**src/uarr_consts.vh**
```
// Register map, field positions, reset values and sampling constants of the serial receiver.
`ifndef UARR_CONSTS_VH
`define UARR_CONSTS_VH

// Register byte offsets on the APB bus.
`define UARR_OFF_DATA 12'h000
`define UARR_OFF_STATUS 12'h004
`define UARR_OFF_CTRL 12'h008
`define UARR_OFF_DIV 12'h00c

// Control register fields.
`define UARR_CTRL_EN_BIT 0
`define UARR_CTRL_DS_BIT 1
`define UARR_CTRL_LEN_LSB 4
`define UARR_CTRL_LEN_MSB 7
`define UARR_CTRL_RESET 8'h80

// Status register fields.
`define UARR_ST_COMPLETE_BIT 0
`define UARR_ST_FRAME_ERR_BIT 1
`define UARR_ST_OVERRUN_BIT 2
`define UARR_ST_BUSY_BIT 3

// Sample tick divisor reset value.
`define UARR_DIV_RESET 12'h033

// Oversampling factors and first voting sample in both modes.
`define UARR_OS_NORMAL 5'h10
`define UARR_OS_DOUBLE 5'h08
`define UARR_SF_NORMAL 5'h08
`define UARR_SF_DOUBLE 5'h04

// Allowed data plus parity length of one frame.
`define UARR_LEN_MIN 4'h5
`define UARR_LEN_MAX 4'ha
`define UARR_DATA_W 10

`endif

```
**src/uarr_buffer.v**
```verilog
// Small first-in first-out buffer with valid and ready on both sides and a flush input.
`timescale 1ns/100ps
`default_nettype none

module uarr_buffer #(
   parameter WIDTH = 11,
   parameter DEPTH = 2,
   parameter AW = 1
) (
   // Clock and reset.
   input wire pclk,
   input wire presetn,
   // Discards every stored word.
   input wire flush,
   // Filling side.
   input wire in_valid,
   output wire in_ready,
   input wire [WIDTH-1:0] in_data,
   // Draining side.
   output wire out_valid,
   input wire out_ready,
   output wire [WIDTH-1:0] out_data
);

   reg [WIDTH-1:0] mem [0:DEPTH-1];
   reg [AW-1:0] wr_ptr;
   reg [AW-1:0] rd_ptr;
   reg [AW:0] count;
   wire push;
   wire pop;

   // Advances a pointer with wrap at the configured depth.
   function [AW-1:0] ptr_next;
      input [AW-1:0] p;
      begin
         if (p == DEPTH[AW-1:0] - 1'b1) begin
            ptr_next = {AW{1'b0}};
         end else begin
            ptr_next = p + 1'b1;
         end
      end
   endfunction

   assign in_ready = (count < DEPTH[AW:0]) && !flush;
   assign out_valid = (count != {(AW+1){1'b0}});
   assign out_data = mem[rd_ptr];
   assign push = in_valid && in_ready;
   assign pop = out_valid && out_ready && !flush;

   // Storage array; only written words are ever read, so it needs no reset.
   always @(posedge pclk) begin
      if (push) begin
         mem[wr_ptr] <= in_data;
      end
   end

   // Pointers and fill level; a flush wins over any push or pop.
   always @(posedge pclk or negedge presetn) begin
      if (!presetn) begin
         wr_ptr <= {AW{1'b0}};
         rd_ptr <= {AW{1'b0}};
         count <= {(AW+1){1'b0}};
      end else if (flush) begin
         wr_ptr <= {AW{1'b0}};
         rd_ptr <= {AW{1'b0}};
         count <= {(AW+1){1'b0}};
      end else begin
         if (push) begin
            wr_ptr <= ptr_next(wr_ptr);
         end
         if (pop) begin
            rd_ptr <= ptr_next(rd_ptr);
         end
         if (push && !pop) begin
            count <= count + 1'b1;
         end else if (pop && !push) begin
            count <= count - 1'b1;
         end
      end
   end

endmodule
`default_nettype wire

```
**src/uarr_receiver.v**
```verilog
// Asynchronous serial receiver with start detection, majority voting and an APB register file.
`timescale 1ns/100ps
`default_nettype none
`include "uarr_consts.vh"

module uarr_receiver #(
   parameter DIV_W = 12,
   parameter BUF_DEPTH = 2
) (
   // Clock and reset.
   input wire pclk,
   input wire presetn,
   // APB slave.
   input wire psel,
   input wire penable,
   input wire pwrite,
   input wire [11:0] paddr,
   input wire [31:0] pwdata,
   output reg [31:0] prdata,
   output wire pready,
   output wire pslverr,
   // Serial line from the remote transmitter.
   input wire serial_input_pin
);

   localparam DW = `UARR_DATA_W;
   localparam WW = DW + 1;

   // Recovery states. Idle hunts for a falling edge, start judges the
   // start bit votes, bits shifts the character in and stop judges the
   // first stop bit only.
   localparam ST_IDLE = 2'b00;
   localparam ST_START = 2'b01;
   localparam ST_BITS = 2'b10;
   localparam ST_STOP = 2'b11;

   // Configuration registers.
   reg [7:0] control_status_a;
   reg [DIV_W-1:0] divisor;

   // Recovery state. Inside a frame smp_cnt names the sample that the
   // next tick takes, so compares against it name the sample in hand.
   reg [1:0] state;
   reg [4:0] smp_cnt;
   reg [3:0] bit_idx;
   // The two earlier centre samples; the pin itself is the third vote.
   reg [1:0] votes;
   reg [DW-1:0] shreg;
   reg last_smp;
   reg [DIV_W-1:0] tick_cnt;

   // Word waiting to enter the buffer, and the overrun flag.
   reg pend_valid;
   reg [WW-1:0] pend_word;
   reg overrun;

   // Decoded controls and sampling positions.
   wire receiver_enable_bit;
   wire double_speed_select;
   wire [3:0] len_raw;
   wire [3:0] frame_len;
   wire [4:0] os;
   wire [4:0] sf;
   wire [4:0] sl;
   wire tick;
   wire in_vote;
   wire vote;
   wire [DW-1:0] aligned;

   // Buffer connections.
   wire buf_in_ready;
   wire buf_out_valid;
   wire buf_out_ready;
   wire [WW-1:0] buf_out_data;

   // Bus phase decode. The setup cycle captures read data one edge early.
   // It also keeps the pop at the access edge from racing the capture.
   wire setup_phase;
   wire access_phase;
   wire mapped;
   wire rd_data_access;

   // Majority of three samples: one when two or three are high.
   function maj3;
      input [2:0] s;
      begin
         maj3 = (s[0] & s[1]) | (s[1] & s[2]) | (s[0] & s[2]);
      end
   endfunction

   // Clamps the programmed frame length into the supported range.
   // A length outside five to ten would misalign the character, so it
   // is pulled to the nearer end.
   function [3:0] clamp_len;
      input [3:0] l;
      begin
         if (l < `UARR_LEN_MIN) begin
            clamp_len = `UARR_LEN_MIN;
         end else if (l > `UARR_LEN_MAX) begin
            clamp_len = `UARR_LEN_MAX;
         end else begin
            clamp_len = l;
         end
      end
   endfunction

   assign receiver_enable_bit = control_status_a[`UARR_CTRL_EN_BIT];
   assign double_speed_select = control_status_a[`UARR_CTRL_DS_BIT];
   assign len_raw = control_status_a[`UARR_CTRL_LEN_MSB:`UARR_CTRL_LEN_LSB];
   assign frame_len = clamp_len(len_raw);

   // Sample window per mode; the voting samples are sf, sf+1 and sf+2.
   assign os = double_speed_select ? `UARR_OS_DOUBLE : `UARR_OS_NORMAL;
   assign sf = double_speed_select ? `UARR_SF_DOUBLE : `UARR_SF_NORMAL;
   assign sl = sf + 5'h02;
   assign in_vote = (smp_cnt >= sf) && (smp_cnt <= sl);
   assign vote = maj3({votes, serial_input_pin});

   // Shift register fills from the top, so short frames are moved down.
   // Older bits below the character fall off in the shift, so no clear is needed.
   assign aligned = shreg >> (4'ha - frame_len);

   // Sample tick: one pulse every divisor+1 clocks, only while enabled.
   // The compare is not an equality, so a smaller divisor written while
   // the count is above it gives a tick at once instead of a long wrap.
   assign tick = receiver_enable_bit && (tick_cnt >= divisor);

   always @(posedge pclk or negedge presetn) begin
      if (!presetn) begin
         tick_cnt <= {DIV_W{1'b0}};
      end else if (!receiver_enable_bit || tick) begin
         tick_cnt <= {DIV_W{1'b0}};
      end else begin
         tick_cnt <= tick_cnt + 1'b1;
      end
   end

   // Clock and data recovery. Control bits are used live, so software
   // should change mode or length only while the receiver is idle.
   always @(posedge pclk or negedge presetn) begin
      if (!presetn) begin
         state <= ST_IDLE;
         smp_cnt <= 5'h00;
         bit_idx <= 4'h0;
         votes <= 2'b00;
         shreg <= {DW{1'b0}};
         last_smp <= 1'b1;
      end else if (!receiver_enable_bit) begin
         // Idle with the line taken as high, so a line already low at enable is seen as an edge.
         state <= ST_IDLE;
         smp_cnt <= 5'h00;
         bit_idx <= 4'h0;
         votes <= 2'b00;
         last_smp <= 1'b1;
      end else if (tick) begin
         last_smp <= serial_input_pin;
         if (in_vote) begin
            votes <= {votes[0], serial_input_pin};
         end
         case (state)
            ST_IDLE: begin
               // A high sample followed by a low one is sample one, so
               // the next tick takes sample two. Counting from one here
               // would put every vote a sample late.
               if (last_smp && !serial_input_pin) begin
                  state <= ST_START;
                  smp_cnt <= 5'h02;
               end
            end
            ST_START: begin
               smp_cnt <= smp_cnt + 5'h01;
               if (smp_cnt == sl && vote) begin
                  // Mostly high votes: a spike, look for the next edge.
                  state <= ST_IDLE;
                  smp_cnt <= 5'h00;
               end else if (smp_cnt == os) begin
                  // The start bit now sets the phase of every later bit.
                  state <= ST_BITS;
                  smp_cnt <= 5'h01;
                  bit_idx <= 4'h0;
               end
            end
            ST_BITS: begin
               smp_cnt <= smp_cnt + 5'h01;
               if (smp_cnt == sl) begin
                  shreg <= {vote, shreg[DW-1:1]};
               end
               if (smp_cnt == os) begin
                  smp_cnt <= 5'h01;
                  if (bit_idx == frame_len - 4'h1) begin
                     state <= ST_STOP;
                  end else begin
                     bit_idx <= bit_idx + 4'h1;
                  end
               end
            end
            ST_STOP: begin
               smp_cnt <= smp_cnt + 5'h01;
               // Normal mode rearms on the last vote; double speed one
               // sample later. Further stop bits just look like idle line.
               if (smp_cnt == sl && !double_speed_select) begin
                  state <= ST_IDLE;
                  smp_cnt <= 5'h00;
               end else if (smp_cnt == sl + 5'h01) begin
                  state <= ST_IDLE;
                  smp_cnt <= 5'h00;
               end
            end
            default: begin
               state <= ST_IDLE;
               smp_cnt <= 5'h00;
            end
         endcase
      end
   end

   // Finished frames wait here for the buffer. A frame that completes
   // while the previous one is still refused is dropped and flagged.
   // Overrun clears when a waiting word finally enters the buffer or the receiver is disabled.
   always @(posedge pclk or negedge presetn) begin
      if (!presetn) begin
         pend_valid <= 1'b0;
         pend_word <= {WW{1'b0}};
         overrun <= 1'b0;
      end else if (!receiver_enable_bit) begin
         pend_valid <= 1'b0;
         overrun <= 1'b0;
      end else begin
         if (tick && state == ST_STOP && smp_cnt == sl) begin
            if (pend_valid && !buf_in_ready) begin
               overrun <= 1'b1;
            end else begin
               pend_valid <= 1'b1;
               // The frame error bit travels with its character.
               pend_word <= {~vote, aligned};
            end
         end else if (pend_valid && buf_in_ready) begin
            pend_valid <= 1'b0;
            overrun <= 1'b0;
         end
      end
   end

   // Two-entry buffer holds received characters until software reads them.
   // A flush also rewinds both pointers, so a re-enabled receiver starts empty.
   uarr_buffer #(
      .WIDTH(WW),
      .DEPTH(BUF_DEPTH),
      .AW(1)
   ) u_buffer (
      .pclk(pclk),
      .presetn(presetn),
      .flush(!receiver_enable_bit),
      .in_valid(pend_valid),
      .in_ready(buf_in_ready),
      .in_data(pend_word),
      .out_valid(buf_out_valid),
      .out_ready(buf_out_ready),
      .out_data(buf_out_data)
   );

   // APB decode; every access completes without wait states.
   // With ready tied high the access phase is always one cycle long.
   assign setup_phase = psel && !penable;
   assign access_phase = psel && penable;
   assign mapped = (paddr == `UARR_OFF_DATA) || (paddr == `UARR_OFF_STATUS) ||
                   (paddr == `UARR_OFF_CTRL) || (paddr == `UARR_OFF_DIV);
   assign pready = 1'b1;
   assign pslverr = access_phase && !mapped;
   assign rd_data_access = access_phase && !pwrite && (paddr == `UARR_OFF_DATA);

   // Each data read removes the head character.
   assign buf_out_ready = rd_data_access;

   // Writable registers take effect at the access edge.
   // Writes to the data and status offsets are accepted and ignored.
   always @(posedge pclk or negedge presetn) begin
      if (!presetn) begin
         control_status_a <= `UARR_CTRL_RESET;
         divisor <= `UARR_DIV_RESET;
      end else if (access_phase && pwrite) begin
         if (paddr == `UARR_OFF_CTRL) begin
            control_status_a <= pwdata[7:0];
         end
         if (paddr == `UARR_OFF_DIV) begin
            divisor <= pwdata[DIV_W-1:0];
         end
      end
   end

   // Read data is captured in the setup cycle and held through the access.
   // The head character cannot leave before the access edge, so the word
   // and its status match.
   always @(posedge pclk or negedge presetn) begin
      if (!presetn) begin
         prdata <= 32'h0000_0000;
      end else if (setup_phase && !pwrite) begin
         prdata <= 32'h0000_0000;
         case (paddr)
            `UARR_OFF_DATA: begin
               if (buf_out_valid) begin
                  prdata[DW-1:0] <= buf_out_data[DW-1:0];
               end
            end
            `UARR_OFF_STATUS: begin
               prdata[`UARR_ST_COMPLETE_BIT] <= buf_out_valid;
               prdata[`UARR_ST_FRAME_ERR_BIT] <= buf_out_valid && buf_out_data[DW];
               prdata[`UARR_ST_OVERRUN_BIT] <= overrun;
               prdata[`UARR_ST_BUSY_BIT] <= (state != ST_IDLE);
            end
            `UARR_OFF_CTRL: begin
               prdata[7:0] <= control_status_a;
            end
            `UARR_OFF_DIV: begin
               prdata[DIV_W-1:0] <= divisor;
            end
            default: begin
               prdata <= 32'h0000_0000;
            end
         endcase
      end
   end

endmodule
`default_nettype wire

```
**config.mk**
```make
export PLATFORM = sky130hd
export DESIGN_NAME = uarr_receiver
export DESIGN_NICKNAME = d
export VERILOG_FILES = /design/src/uarr_buffer.v /design/src/uarr_receiver.v
export VERILOG_INCLUDE_DIRS = /design/src
export SDC_FILE = /design/constraint.sdc
export NUM_CORES = 1
export LEC_CHECK = 0
export BUFFER_PORTS_ARGS = -buffer_cell sky130_fd_sc_hd__buf_4
export CORE_ASPECT_RATIO = 1.5
export CORE_MARGIN = 10
export CORE_UTILIZATION = 58
export CTS_CLUSTER_SIZE = 24
export DETAILED_ROUTE_END_ITERATION = 12
export GPL_TIMING_DRIVEN = 0
export HOLD_SLACK_MARGIN = 0.08
export PLACE_DENSITY = 0.82
export SKIP_CTS_REPAIR_TIMING = 1
export SLEW_MARGIN = 20
export SYNTH_ARGS = -nofsm -noshare
export SYNTH_HDL_FRONTEND = slang
export SYNTH_SLANG_ARGS = --single-unit
```
**constraint.sdc**
```tcl
create_clock -name pclk -period 4.5 [get_ports pclk]
set_input_delay 1.125 -clock pclk [delete_from_list [all_inputs] [get_ports pclk]]
set_output_delay 1.125 -clock pclk [all_outputs]
set_load 0.005 [all_outputs]
```
[After elaboration in Yosys (flattened, before gate mapping)]
Memory sizes are Yosys's and may differ from the RTL's.
Index checks and enable logic that the tools add are counted.
Storage, ports and cells
  register bits: 85
  RAM bits: 22
  bits of input ports: 50
  output and inout port bits: 34
  memories: 1
Memories
  u_buffer.mem: words 2, bits a word 11, read ports 1, clocked after Yosys merged registers in 0, wr ports 1, line uarr_buffer.v:25  | reg [WIDTH-1:0] mem [0:DEPTH-1];
Cells by class
  $add $sub $neg: 11
  magnitude comparators: 6
  equal/unequal tests: 27
  shifts and indexed selects: 1
  muxes and demuxes: 58
  bitwise logic cells: 7
  reduce and logical (&&, ||, !) cells: 49
Operators with widths (number)
  5-bit 2-to-1 mux: 8
  4-bit 2-to-1 mux: 9
  2-bit 2-to-1 mux: 16
  12-bit by 4-bit equality test with 1-bit output (second input constant): 2
  1-bit logical AND: 22
  3-bit inequality test (second input constant): 7
  5-bit case mux with 4 select lines: 1
  1-bit 2-to-1 mux: 17
  4-bit case mux with 4 select lines: 1
  5-bit equality test: 3
  12-bit by 1-bit adder with 12-bit output (second input constant): 1
  12-bit by 3-bit equality test with 1-bit output (second input constant): 1
  12-bit >= comparator: 1
  12-bit logical NOT: 1
  12-bit 2-to-1 mux: 1
  4-bit case mux with 3 select lines: 1
  2-bit AND reduction: 6
  6-bit AND reduction: 2
  5-bit by 1-bit adder with 5-bit output (second input constant): 2
  10-bit 2-to-1 mux: 1
  10-bit by 4-bit >> shifter with 10-bit output: 1
  1-bit logical NOT: 9
  3-bit by 1-bit inequality test with 1-bit output (second input constant): 3
  2-bit by 1-bit inequality test with 1-bit output (second input constant): 4
  28 further kinds: 39

[Depth between registers and ports, before layout]
  depth in word-level cells: 10
  depth in mapped cells: 12

[By module]
From an unflattened synthesis, not the netlist that was laid out.
Unflattened totals
  cells, all modules: 560
  area total of the unflattened synthesis: 5960.7 um^2
By module, submodules not included
  uarr_receiver: instances 1, cells each 503, area each 4949.7 um^2
  uarr_buffer: instances 1, cells each 57, area each 1011.0 um^2

[Least setup slack after synthesis]
No wires, ideal clock.
  path type: register to register
  start: register control_status_a[7]
  end: register pend_word[2]
  setup time: 125 ps
  arrival: 3475 ps
  required time: 4375 ps
  path slack: 901 ps
  stages on the path, launching flop included: 11
  path buffers: 2
  period minus slack after synthesis: 3599 ps
  path through: dfstp_2 clkbuf_1 a21oi_1 o21ai_1 buf_2 inv_1 ha_1 xnor2_1 mux4_2 mux2_2 mux2_2
Between the ends
  word-level cells in the longest chain between the ends: 5
RTL lines
  start: declaration: line uarr_receiver.v:38  | reg [7:0] control_status_a;
  start signal: assignment: line uarr_receiver.v:279  | control_status_a <= `UARR_CTRL_RESET;
  start signal: assignment: line uarr_receiver.v:283  | control_status_a <= pwdata[7:0];
  4-bit > comparator (no line)
  4-bit 2-to-1 mux: line uarr_receiver.v:99  | end else if (l > `UARR_LEN_MAX) begin
  4-bit 2-to-1 mux *: line uarr_receiver.v:97  | if (l < `UARR_LEN_MIN) begin
  4-bit subtractor *: line uarr_receiver.v:121  | assign aligned = shreg >> (4'ha - frame_len);
  10-bit by 4-bit >> shifter with 10-bit output *: line uarr_receiver.v:121
  end signal: assignment: line uarr_receiver.v:223  | pend_word <= {WW{1'b0}};
  end signal: assignment: line uarr_receiver.v:235  | pend_word <= {~vote, aligned};
  end: declaration: line uarr_receiver.v:54  | reg [WW-1:0] pend_word;
Every way passes the cells marked *; elsewhere a longest branch is shown, timed or not.
A chain may end at the register's enable or synchronous reset.

[Final worst setup path]
Same ends and word-level chain as after synthesis.

==> flow_metrics.py <==
metrics = {
    "worst_setup_path": {
        "cp.required_ps": 4740,
        "crit_end": "pend_word[2]",
        "slowest_stage": "xnor2_1",
        "r2r_cells": 10,
        "r2r_slack_ps": 310,
        "end_kind": "register",
        "cpPeakStageDelay_ps": 790,
        "path_cells": "clkbuf_1, a21oi_1, o21ai_1, buf_2, inv_1, ha_1, xnor2_1, mux4_2, mux2_2, mux2_2",
        "cp_max_fo": 10,
        "r2r-end": "pend_word[2]",
        "crit_start": "control_status_a[7]",
        "critPathKind": "register to register",
        "cp-start-kind": "register",
        "crit_top_cell": "mux2_2",
        "crit_arrival_ps": 4430,
        "reg2reg_from": "control_status_a[7]",
    },
    "power": {
        "swShare_pct": 23.4,
        "p_clk_share_pct": 42.8,
        "pwr-share-seq_pct": 53.3,
        "ir_drop_mv": 0.167,
        "power_leakage_nw": 3.03,
        "combPwrFrac_pct": 3.9,
        "power.density_nw_per_um2": 276,
        "switchingPower_mw": 0.433,
        "intPower_mw": 1.42,
    },
    "synth": {
        "synth_edf_count": 22,
        "ys_seq_area_share_pct": 47.7,
        "yosys_register_bits": 107,
        "synthTopCellsByArea": "dfrtp_1 (34%), edfxtp_1 (11%), mux2_2 (6.5%)",
        "syn_inst": 532,
        "synth_cell_types": 70,
        "postSynthAreaPerCell_um2": 11.0,
        "synth_area_leader_cell": "dfrtp_1",
        "synth_top_area_share_pct": 33.8,
        "synth_warnings": 0,
        "synthFlopType": "dfrtp_1",
        "async_flop_share_pct": 79.4,
        "synth_area_um2": 5860,
    },
    "timing": {
        "setup_violations": 0,
        "fmax_ghz": 0.239,
        "tightest_slew_ps": 998,
        "hold_ws_ps": 478,
        "fin_crit_ps": 4190,
        "post-route-period-util_pct": 93.0,
        "rsz0062_at_grt": "false",
        "fin_tns_setup_ps": 0,
        "hold_violations": 0,
        "fin_skew_ps": 10.7,
        "maxSlewHeadroom_pct": 33.0,
        "final_max_slew_viol_count": 0,
    },
    "finish": {
        "num-nets-final": 675,
        "drive_gt1_share_pct": 23.8,
        "n_antenna_cell": 0,
        "area_growth_pct": 14.3,
        "fillerInstances": 699,
        "post_layout_nonfiller_instances": 724,
    },
    "cts": {
        "cts_tree": "done",
        "clockRootBuffer": "clkbuf_16",
        "htreeDepth": 3,
        "insertion_delay_ps": 360,
        "clockBufferDepth": 2,
        "cts_buffers": 9,
        "clk_transition_reported_paths_ps": 80,
        "cts_sinks": 107,
    },
    "min_path": {
        "hold_path_depth": 0,
        "hp-class": "register to register",
    },
    "die": {
        "die_area_um2": 14600,
        "initial_core_util_pct": 59.8,
        "die_w_um": 102,
        "io_pins": 84,
        "core_um2": 9800,
        "die_h_um": 143,
        "rows": 44,
    },
    "drt": {
        "via_per_inst": 5.89,
        "first_pass_iters": 5,
        "drc": 0,
        "drtAntennaViolNets": 0,
        "wl_mm": 13.3,
        "routedWlPerCell_um": 18.4,
        "drt_iter0_drc": 245,
        "vias": 4262,
    },
    "global_routing": {
        "grt_pass1_vias": 4356,
        "grt_max_degree": 86,
        "grt_pass1_wl_mm": 21.3,
        "grt_overflow": 0,
        "antenna_found_initial": 0,
        "track_usage_pct": 18.5,
    },
    "place": {
        "routabilityCongestion": 0.893,
        "place_hpwl_mm": 9.96,
        "dp_cells": 708,
        "port-buffer-count": 42,
    },
    "status": {
        "status": "completed",
    },
    "run": {
        "drv_cap": 0,
    },
}
## critical path: cells and delay by family, from the launching register on
kind                     cells  cell delay, ps
AO/OA/AOI/OAI                2             530
XOR/XNOR                     1             790
adder cells (fa/ha/maj)      1             250
buffers and inverters        3             820
flip-flops                   1             520
multiplexers                 3            1150
## power by group through the flow
stage               Clock [mW]  Sequential (mW)  Combinational, mW
floorplan                    0             1.01             0.0274
global placement             0             1.01             0.0678
detailed placement           0             1.01             0.0696
CTS                      0.805            0.985             0.0700
global route             0.852            0.985             0.0794
finish                   0.791            0.985             0.0716
## Yosys cell counts (8+ instances only)
cell type and n:
xor2_1 9, o21ai_0 15, edfxtp_1 22, mux2i_1 35
xnor2_1 10, dfrtp_1 79, ha_1 21, nand3_1 14
nand2_1 55, nor2b_1 8, clkbuf_1 14, mux2_2 34
nor2_1 30, buf_4 21, inv_1 26, a21oi_1 17
## final cells by class
| cell class | count | area [um^2] | area share [%] |
|---|---|---|---|
| sequential | 107 | 2800 | 41.8 |
| inverter | 26 | 97.6 | 1.46 |
| clock inverter | 7 | 76.3 | 1.14 |
| buffer | 40 | 248 | 3.70 |
| tap | 115 | 144 | 2.15 |
| clock buffer | 9 | 225 | 3.37 |
| multi-input combinational | 378 | 2790 | 41.7 |
| timing repair buffer | 42 | 319 | 4.77 |
## per-layer routing
layer	global-route usage, %	share of wire [%]	vias up
li1	-	-	2021
met1	19.5	37	2064
met2	33.0	53	145
met3	5.02	7.0	32
met4	8.42	3.0	0
met5	0	0	-
## through the flow
stage                     setup slack [ps]  area [um^2]  power, mW  util (%)
after global routing                  49.8         6690       1.92      68.3
after global placement                 429         6390       1.07      65.2
final                                  314         6690       1.85      68.3
after CTS                              286         6690       1.86      68.3
after detailed placement               338         6390       1.07      65.2
after floorplan                        901         5930       1.03         -
## layout by cell type (no fill, tap or decap), drive strengths merged, types with 8 or more instances in the layout
cell,Yosys,final
clkbuf,14,23
conb,2,21
xor2,9,9
nand3,14,14
mux2i,35,35
nor2,31,31
nand2,55,55
xnor2,10,10
o21ai,16,16
dfrtp,79,79
ha,21,21
buf,26,68
nor2b,8,8
mux2,40,40
a21oi,17,17
edfxtp,22,22
inv,26,31
## logic make-up (layout without fill, tap and decap cells)
| group | count (synthesis) | after routing | synth area share (%) |
|---|---|---|---|
| other cells | 2 | 21 | 0.128 |
| xor+xnor | 19 | 19 | 2.84 |
| mux | 78 | 78 | 15.2 |
| buf+inv | 66 | 124 | 5.90 |
| flops | 107 | 107 | 47.7 |
| simple gates | 152 | 152 | 13.3 |
| compound gates | 86 | 86 | 10.2 |
| fa+ha+maj | 22 | 22 | 4.66 |
## worst min-delay path by stage
stage / start / endpoint / slack, ps
after global routing: pend_word[1] / u_buffer.mem[0][1] / 500
final: pend_word[2] / u_buffer.mem[1][2] / 480
after detailed placement: pend_word[2] / u_buffer.mem[0][2] / 460
after floorplan: pend_word[2] / u_buffer.mem[0][2] / 440
after CTS: pend_word[2] / u_buffer.mem[1][2] / 480
after global placement: pend_word[2] / u_buffer.mem[0][2] / 450
## sequential cells by signal (all words and copies together) (netlist names)
signal,cells
bit_idx,4
control_status_a,8
divisor,12
last_smp,1
overrun,1
pend_valid,1
pend_word,11
prdata,12
shreg,10
smp_cnt,5
state,2
tick_cnt,12
u_buffer.count,2
u_buffer.mem,22
u_buffer.rd_ptr,1
u_buffer.wr_ptr,1
votes,2
(Power assumes the default switching activity.)
